--- src/hw/vtbs_pkg.sv ---
package vtbs_pkg;

  // ----------------------------------------
  // register byte addresses
  // ----------------------------------------
  localparam logic [15:0] TRIM_B3_ADDR = 16'h000B;
  localparam logic [15:0] TRIM_B2_ADDR = 16'h000C;
  localparam logic [15:0] TRIM_B1_ADDR = 16'h000D;
  localparam logic [15:0] TRIM_B0_ADDR = 16'h000E;
  localparam logic [15:0] FLAG_ADDR = 16'h0018;
  localparam logic [15:0] STRAP_HI_ADDR = 16'h0019;
  localparam logic [15:0] STRAP_LO_ADDR = 16'h001A;

  // ----------------------------------------
  // fields and reset values
  // ----------------------------------------
  localparam int FLAG_BIT = 0;
  localparam int STRAP_W = 5;
  localparam logic [31:0] TRIM_RESET = 32'h02769140;
  localparam logic FLAG_RESET = 1'b0;
  localparam logic [15:0] STRAP_RESET = 16'h0000;

  // ----------------------------------------
  // timing
  // ----------------------------------------
  // cycles for the three-stage pin synchroniser to fill after reset
  localparam logic [1:0] SYNC_FILL = 2'h3;

  // ----------------------------------------
  // management port request
  // ----------------------------------------
  typedef struct packed {
    logic wr;
    logic rd;
    logic [15:0] addr;
    logic [7:0] data;
  } vtbs_req_t;

endpackage : vtbs_pkg

--- src/hw/vtbs_regs.sv ---
module vtbs_regs
  import vtbs_pkg::*;
(
  // clock and reset
  input wire logic core_clk,
  input wire logic nrst,
  // management port byte access
  input vtbs_req_t req,
  output logic [7:0] rd_data_q,
  output logic rd_valid_q,
  // strap pins
  input wire logic [STRAP_W-1:0] strap_pins,
  // to the oscillator control
  output logic [31:0] trim_word_q,
  output logic restart_flag_q,
  output logic strap_valid_q
);

  // ----------------------------------------
  // write decode
  // ----------------------------------------
  logic [3:0] wr_trim;
  logic wr_flag;
  logic [7:0] trim_byte_q [4];
  assign wr_flag = req.wr && (req.addr == FLAG_ADDR);

  // ----------------------------------------
  // trim word
  // ----------------------------------------
  // signed offset; the analog side scales the divider product by 1 + X*2^-32
  // no shadow copy: while the host rewrites the word the bytes mix old and new
  for (genvar b = 0; b < 4; b++) begin : g_trim
    // most significant byte at the lowest address
    assign wr_trim[b] = req.wr && (req.addr == TRIM_B0_ADDR - 16'(b));

    always_ff @(posedge core_clk or negedge nrst) begin
      if (!nrst) begin
        trim_byte_q[b] <= TRIM_RESET[8*b +: 8];
      end else if (wr_trim[b]) begin
        trim_byte_q[b] <= req.data;
      end
    end

  end

  // whole word to the oscillator control, straight from the byte flops
  assign trim_word_q = {trim_byte_q[3], trim_byte_q[2], trim_byte_q[1], trim_byte_q[0]};

  // ----------------------------------------
  // restart-detect flag
  // ----------------------------------------
  always_ff @(posedge core_clk or negedge nrst) begin
    if (!nrst) begin
      restart_flag_q <= FLAG_RESET;
    end else if (wr_flag) begin
      restart_flag_q <= req.data[FLAG_BIT];
    end
  end

  // ----------------------------------------
  // strap capture
  // ----------------------------------------
  // three stages since the pins are not timed to core_clk
  logic [STRAP_W-1:0] sync1_q, sync2_q, sync3_q;
  logic [1:0] fill_cnt_q;
  logic [STRAP_W-1:0] strap_q;
  logic cap_fire;

  always_ff @(posedge core_clk or negedge nrst) begin
    if (!nrst) begin
      sync1_q <= '0;
      sync2_q <= '0;
      sync3_q <= '0;
    end else begin
      sync1_q <= strap_pins;
      sync2_q <= sync1_q;
      sync3_q <= sync2_q;
    end
  end

  always_ff @(posedge core_clk or negedge nrst) begin
    if (!nrst) begin
      fill_cnt_q <= 2'h0;
    end else if (fill_cnt_q != SYNC_FILL) begin
      fill_cnt_q <= fill_cnt_q + 2'h1;
    end
  end

  // pins still moving after release delay the capture until two stages agree
  assign cap_fire = !strap_valid_q && (fill_cnt_q == SYNC_FILL) && (sync2_q == sync3_q);

  always_ff @(posedge core_clk or negedge nrst) begin
    if (!nrst) begin
      strap_q <= STRAP_RESET[STRAP_W-1:0];
      strap_valid_q <= 1'b0;
    end else if (cap_fire) begin
      strap_q <= sync3_q;
      strap_valid_q <= 1'b1;
    end
  end

  // ----------------------------------------
  // read path
  // ----------------------------------------
  logic [15:0] strap_word;
  logic [7:0] rd_mux;
  assign strap_word = {{(16 - STRAP_W){1'b0}}, strap_q};

  always_comb begin
    case (req.addr)
      TRIM_B3_ADDR: rd_mux = trim_word_q[31:24];
      TRIM_B2_ADDR: rd_mux = trim_word_q[23:16];
      TRIM_B1_ADDR: rd_mux = trim_word_q[15:8];
      TRIM_B0_ADDR: rd_mux = trim_word_q[7:0];
      FLAG_ADDR: rd_mux = {7'h00, restart_flag_q};
      STRAP_HI_ADDR: rd_mux = strap_word[15:8];
      STRAP_LO_ADDR: rd_mux = strap_word[7:0];
      default: rd_mux = 8'h00;
    endcase
  end

  always_ff @(posedge core_clk or negedge nrst) begin
    if (!nrst) begin
      rd_data_q <= 8'h00;
      rd_valid_q <= 1'b0;
    end else begin
      rd_valid_q <= req.rd;
      if (req.rd) rd_data_q <= rd_mux;
    end
  end

  logic addr_mapped;
  // anything outside the seven bytes answers zero, so stray polls are harmless
  assign addr_mapped = req.addr inside {TRIM_B3_ADDR, TRIM_B2_ADDR, TRIM_B1_ADDR, TRIM_B0_ADDR, FLAG_ADDR,
    STRAP_HI_ADDR, STRAP_LO_ADDR};

  // ----------------------------------------
  // reset state checks
  // ----------------------------------------
  // low only at the first edge after release, the one edge that shows pure reset state
  logic run_q;

  always_ff @(posedge core_clk or negedge nrst) begin
    if (!nrst) begin
      run_q <= 1'b0;
    end else begin
      run_q <= 1'b1;
    end
  end
endmodule : vtbs_regs

--- config.mk ---
export PLATFORM = sky130hd
export DESIGN_NAME = vtbs_regs
export DESIGN_NICKNAME = d
export VERILOG_FILES = /design/src/hw/vtbs_pkg.sv /design/src/hw/vtbs_regs.sv
export SDC_FILE = /design/constraint.sdc
export NUM_CORES = 1
export LEC_CHECK = 0
export BUFFER_PORTS_ARGS = -buffer_cell sky130_fd_sc_hd__buf_2
export CORE_ASPECT_RATIO = 1.25
export CORE_MARGIN = 5
export CORE_UTILIZATION = 34
export DETAILED_ROUTE_END_ITERATION = 10
export PLACE_DENSITY = 0.64
export REMOVE_ABC_BUFFERS = 1
export SLEW_MARGIN = 10
export SYNTH_ARGS = -nofsm -noshare
export SYNTH_HDL_FRONTEND = slang
export SYNTH_SLANG_ARGS = --single-unit
export TNS_END_PERCENT = 20
--- constraint.sdc ---
create_clock -name core_clk -period 5.1 [get_ports core_clk]
set_input_delay 0 -clock core_clk [delete_from_list [all_inputs] [get_ports core_clk]]
set_output_delay 0 -clock core_clk [all_outputs]
set_load 0.02 [all_outputs]
==> results of run 1 <==
==> timing repair <==
item | CTS | global route
setup endpoints to repair | 0 | 0
endpoints found under the hold margin | 94 | 0
hold buffers | 15 | 0
==> metrics by stage <==
stage	setup slack [ps]	hold slack [ps]	instances	total power, mW	instance area [um^2]
6_report	3350	15.3	407	1.09	3590
5_1_grt	3240	13.2	407	1.14	3590
3_5_place_dp	3010	109	376	0.676	3250
2_1_floorplan	3380	-296	203	0.618	2750
3_3_place_gp	3080	108	376	0.673	3250
4_1_cts	3370	0.144	407	1.10	3590
==> synthesized netlist by cell type (4+ instances only) <==
master and instances:
dfrtp_1 55, mux2_2 41, nand2_1 13, nor2_1 13, dfstp_2 10, a22oi_1 8, o21ai_0 7, a31oi_1 5
mux2i_1 5, inv_1 4, nand4_1 4, nor3_1 4
==> cells by family (layout without fill, tap and decap cells) <==
family          after synthesis  after routing  share of synthesized area, %
simple gates                 55             55                          12.4
fa+ha+maj                     1              1                         0.450
flops                        65             65                          59.0
mux                          46             46                          18.4
buf+inv                      11            111                          1.80
xor+xnor                      3              3                         0.945
compound gates               29             29                          7.07
==> worst max path at each step <==
| stage | depth (start not counted) | slack (ps) | start | to |
|---|---|---|---|---|
| floorplan | 5 | 3380 | req[21] | trim_word_q[16]$_DFFE_PN0P_ |
| global placement | 6 | 3080 | req[21] | trim_word_q[30]$_DFFE_PN0P_ |
| detailed placement | 6 | 3010 | req[21] | trim_word_q[24]$_DFFE_PN0P_ |
| CTS | 6 | 3370 | req[21] | trim_word_q[27]$_DFFE_PN0P_ |
| global route | 6 | 3240 | req[17] | trim_word_q[23]$_DFFE_PN0P_ |
| finish | 6 | 3350 | req[17] | trim_word_q[27]$_DFFE_PN0P_ |
==> cell type report <==
class / count / area [um^2]
Clock buffer: 14 / 183
Clock inverter: 2 / 10.0
Fill cell: 773 / 4510
Inverter: 4 / 15.0
Multi-Input combinational cell: 134 / 1090
Sequential cell: 65 / 1640
Tap cell: 97 / 121
Timing Repair Buffer: 91 / 533
==> worst register-to-register path, cell delays in order (launching register included) <==
cell     delay [ps]
dfrtp_1         370
ha_1            210
nor4b_1         230
and4_1          380
mux2_2          370
==> state kept, by name, summed over array words and instances, names as in the netlist <==
register / flops
fill_cnt_q: 2
rd_data_q: 8
rd_valid_q: 1
restart_flag_q: 1
strap_q: 5
strap_valid_q: 1
sync1_q: 5
sync2_q: 5
sync3_q: 5
trim_word_q: 32
==> cells in the final DEF, fill, tap and decap left out, types with 4 or more instances in the layout <==
master	n
nand4_1	4
o21ai_0	7
a31oi_1	5
buf_2	75
a22oi_1	8
mux2i_1	5
nand2_1	13
clkbuf_8	13
nor2_1	13
nor3_1	4
mux2_2	41
dlygate4sd3_1	15
dfrtp_1	55
inv_1	4
dfstp_2	10
==> power groups by stage <==
stage | combinational [mW] | clock [mW] | sequential, mW
after floorplan | 0.0377 | 0 | 0.580
after global placement | 0.0946 | 0 | 0.578
after CTS | 0.105 | 0.428 | 0.570
final | 0.104 | 0.416 | 0.569
after global routing | 0.115 | 0.454 | 0.572
after detailed placement | 0.0967 | 0 | 0.579
==> layer usage <==
| layer | wire [um] | share of wire [%] | vias to the layer above |
|---|---|---|---|
| met5 | 0 | 0 | - |
| met4 | 151 | 2.2 | 0 |
| met1 | 2970 | 43 | 994 |
| li1 | - | - | 963 |
| met2 | 3390 | 49 | 60 |
| met3 | 412 | 6.0 | 13 |
==> impl_metrics.tcl, run 1 <==
set metrics [dict create \
    worstHoldPathCells 3 \
    hold_start "req[25]" \
    critPathRequiredTime_ps 5330 \
    cts_max_level 3 \
    synth_ff_type "dfrtp_1" \
    status "completed" \
    cts_sinks 65 \
    yosysTopAreaCellShare_pct 49.5 \
    grt-busiest-layer "met2" \
    slew_headroom_pct 45.5 \
    ctsResizeCount 0 \
    yosys.area.top_type "dfrtp_1" \
    power_density_nw_per_um2 303 \
    cts_made_buffers 9 \
    path_clk_slew_ps 70 \
    internal_power_mw 0.825 \
    worstPathArrival_ps 1990 \
    dieWidth_um 90.9 \
    drc 0 \
    vias 2030 \
    diodes 0 \
    worst_pin_slew_ps 817 \
    switching_share_pct 24.2 \
    fin_tns_setup_ps 0 \
    rsz0062_at_grt "no" \
    clockPowerShare_pct 38.2 \
    pwr-share-comb_pct 9.6 \
    cp_num_buf_inv 1 \
    path_delay_family "simple AND/OR/NAND/NOR gates" \
    synth-edff-count 0 \
    ys_seq_elements 65 \
    rows 37 \
    core_area_um2 8100 \
    synthesis.area_um2 2780 \
    viasPerCell 4.99 \
    met1_usage_pct 17.5 \
    startpoint_type "primary input" \
    power_leakage_nw 1.74 \
    area_growth_pct 29.2 \
    utilization_pct 44.3 \
    grt_pass1_wl_um 11100 \
    wl_per_cell_um 17.0 \
    timing.rr.start "fill_cnt_q[0]$_DFFE_PN0P_" \
    finClkSkew_ps 4.61 \
    cts_tree "built" \
    min_to "restart_flag_q$_DFFE_PN0P_" \
    hpwlAfterDp_um 5030 \
    post_cts_buffers 0 \
    firstDrtPassIters 5 \
    die_h_um 111 \
    grt_max_degree 66 \
    synth_area_per_cell_um2 13.2 \
    r2r_end "strap_q[0]$_DFFE_PN0P_" \
    synth-seq-area-share_pct 59.0 \
    initial_core_util_pct 34.3 \
    power_switching_mw 0.264 \
    worstSetupPathType "primary input to register" \
    reg2reg_depth 4 \
    drtIter0Drc 104 \
    cts-root-buf "clkbuf_8" \
    setup_violations 0 \
    dieArea_um2 10100 \
    fin_nets 339 \
    grt_pass1_vias 2042 \
    antenna_found_initial 0 \
    slowest_stage "nor4_2" \
    gr-usage-met2_pct 21.9 \
    grt_usage_pct 14.1 \
    hold_class "primary input to register" \
    maxCapViolCount 0 \
    postRouteAntennaNets 0 \
    reg2reg_setup_slack_ps 3430 \
    gr-usage-met3_pct 5.30 \
    portBuffers 75 \
    fmax_mhz 570 \
    syn_inst 210 \
    drive_gt1_share_pct 48.1 \
    crit_fanout 8 \
    cts.path.max_buffers 2 \
    period_minus_slack_ps 1750 \
    synthTopCellsByArea "dfrtp_1 (50%), mux2_2 (17%), dfstp_2 (9.5%), a22oi_1 (2.2%), mux2i_1 (1.8%)" \
    fin_crit_sh_pct 34.4 \
    slowest_delay_ps 430 \
    gp_congestion 0.803 \
    hold_violations 0 \
    grt_overflow_total 0 \
    drt-total-wl_um 6920 \
    vdd_ir_drop_max_uv 132 \
    drv_slew 0 \
    synth.distinct_cells 41 \
    io_pins 76 \
    synthArstFlopShare_pct 100 \
    end_kind "register" \
    crit_chain "buf_2 -> nor3_1 -> nand4_2 -> nor4_2 -> and2_1 -> mux2_2" \
    worstSkewPairLatency_ps 340 \
    p_seq_share_pct 52.2 \
    yosysWarningCount 0 \
]
No activity file was read; power rests on OpenSTA's default activity.
==> run 2, diff against run 1 <==
- ABC_AREA: not set -> 1
- PLACE_DENSITY: 0.64 -> 0.63
- clock period: 5.1 -> 1.7 ns (I/O delays scaled with it)
==> impl_metrics.tcl, run 2 <==
set metrics [dict create \
    io_pins 76 \
    mostFrequentLayoutCell "nand2_1" \
    cts_sinks 65 \
    postRouteAntennaNets 0 \
    grt_usage_pct 15.5 \
    synth_area_per_cell_um2 9.18 \
    hold_violations 0 \
    vias 2467 \
    rsz0062_at_grt "no" \
    syn_inst 323 \
    dieWidth_um 93.5 \
    place_inst 514 \
    drt-total-wl_um 7500 \
    fin_tns_setup_ps 0 \
    synthesis.area_um2 2960 \
    status "completed" \
    synth.distinct_cells 32 \
    post_cts_buffers 0 \
    grt_max_degree 66 \
    wl_per_cell_um 13.8 \
    cts_max_level 3 \
    worstPathArrival_ps 1680 \
    end_kind "register" \
    cts_tree "built" \
    die_h_um 114 \
    grt_overflow_total 0 \
    core_area_um2 8610 \
    postCtsHoldBufs 15 \
    synth_ff_type "dfrtp_1" \
    antenna_found_initial 0 \
    maxCapViolCount 0 \
    finClkSkew_ps 5.40 \
    most-common-layout-cells "nand2_1 (99), buf_2 (75), dfrtp_1 (55)" \
    setup_violations 0 \
    gp_congestion 0.834 \
    hold_class "primary input to register" \
    power_leakage_nw 2.11 \
    largest_reg_flops 32 \
    critPathMostFrequentCell "nand3_1" \
    drv_slew 0 \
    power_density_nw_per_um2 900 \
    fin_crit_sh_pct 85.6 \
    synth_common_cells "nand2_1 (99), dfrtp_1 (55), nand3_1 (42)" \
    yosys.area.top_type "dfrtp_1" \
    rows 38 \
    synthArstFlopShare_pct 100 \
    crit_fanout 11 \
    cts.path.max_buffers 2 \
    hpwlAfterDp_um 5660 \
    vdd_ir_drop_max_uv 463 \
    cts-root-buf "clkbuf_8" \
    grt_pass1_vias 2572 \
    yosysTopAreaCellShare_pct 46.4 \
    slew_headroom_pct 64.1 \
    drive_gt1_share_pct 31.1 \
    path_clk_slew_ps 80 \
    drtIter0Drc 134 \
    grt_pass1_wl_um 12800 \
    dieArea_um2 10700 \
    fmax_mhz 687 \
    ctsResizeCount 0 \
    utilization_pct 44.6 \
    startpoint_type "register" \
    synth.most_common_cell "nand2_1" \
    fin_nets 454 \
    firstDrtPassIters 4 \
    cts_made_buffers 9 \
    worstSkewPairLatency_ps 340 \
    crit_chain "ha_1 -> nand3_1 -> nor2_1 -> nand3_1 -> nand2_1 -> o21ai_1" \
    synth-seq-area-share_pct 55.3 \
    initial_core_util_pct 34.4 \
    worst_pin_slew_ps 537 \
    ys_seq_elements 65 \
    nFillCells 831 \
    diodes 0 \
    synth-edff-count 0 \
    worstSetupPathType "register to register" \
    period_minus_slack_ps 1460 \
    synthTopCellsByArea "dfrtp_1 (46%), nand2_1 (13%), dfstp_2 (8.9%), nand3_1 (7.1%), o21ai_1 (6.4%)" \
    viasPerCell 4.53 \
    yosysWarningCount 0 \
    area_growth_pct 29.5 \
    critPathRequiredTime_ps 1920 \
    power_mw 3.46 \
    fin_cells 545 \
    slowest_stage "dfrtp_1" \
    drc 0 \
    portBuffers 75 \
    slowest_delay_ps 370 \
]
[run 2: cell types whose count changed after synthesis, moves of 5 or more]
cell	change
a22oi_1	-8
a31oi_1	-5
inv_1	+7
inv_2	+6
mux2_2	-41
mux2i_1	-5
nand2_1	+86
nand2_4	+5
nand3_1	+41
nor2_4	+7
o21ai_1	+38
[run 2: worst max-delay path, delay by kind of cell (launching register included)]
kind            cells  cell delay, ps
compound gates      1              70
simple gates        4             670
fa+ha+maj           1             220
flops               1             370
[run 2: metrics by stage]
step | setup slack, ps | hold slack, ps | instance area (um^2)
after global routing | 66.6 | 43.9 | 3840
after detailed placement | 240 | 40.6 | 3460
final | 244 | 30.0 | 3840
after floorplan | 450 | -296 | 2880
after CTS | 220 | 34.1 | 3840
after global placement | 284 | 36.3 | 3460
[run 2: cell type report]
class / count / area [um^2] / area share (%)
flip-flops and latches: 65 / 1640 / 42.7
multi-input cells: 231 / 1180 / 30.6
repair buffers: 96 / 583 / 15.2
well taps: 120 / 150 / 3.91
clock buffers: 9 / 124 / 3.23
clock inverters: 7 / 104 / 2.70
inverters: 17 / 63.8 / 1.66
[run 2: final timing paths]
path,endpoint,startpoint,slack (ps),cells after the start
min in group asynchronous,sync1_q[0]$_DFF_PN0_,nrst,190,3
min reg2reg,sync2_q[2]$_DFF_PN0_,sync1_q[2]$_DFF_PN0_,350,0
max in group asynchronous,trim_word_q[12]$_DFFE_PN1P_,nrst,1180,3
max,strap_q[4]$_DFFE_PN0P_,fill_cnt_q[0]$_DFFE_PN0P_,240,6
max reg2reg,strap_q[4]$_DFFE_PN0P_,fill_cnt_q[0]$_DFFE_PN0P_,240,6
min,restart_flag_q$_DFFE_PN0P_,req[0],30,3
[run 2: kinds of logic after synthesis]
group,Yosys count,share of synthesized area (%)
fa+ha+maj,1,0.422
flops,65,55.3
simple gates,174,28.4
buf+inv,27,5.02
compound gates,53,9.88
xor+xnor,2,0.591
mux,1,0.380
[run 2: report_power, final]
| group | switching [mW] | internal (mW) |
|---|---|---|
| clock network | 0.639 | 0.840 |
| registers | 0.0586 | 1.64 |
| logic | 0.167 | 0.115 |
[run 2: per-layer routing]
layer	vias to the layer above	routed length [um]	track usage [%]	part of all wire (%)
li1	1264	-	-	-
met1	1128	3150	19.0	42
met2	68	3750	25.0	50
met3	7	486	4.80	6.5
met4	0	107	6.65	1.4
met5	-	0	0	0
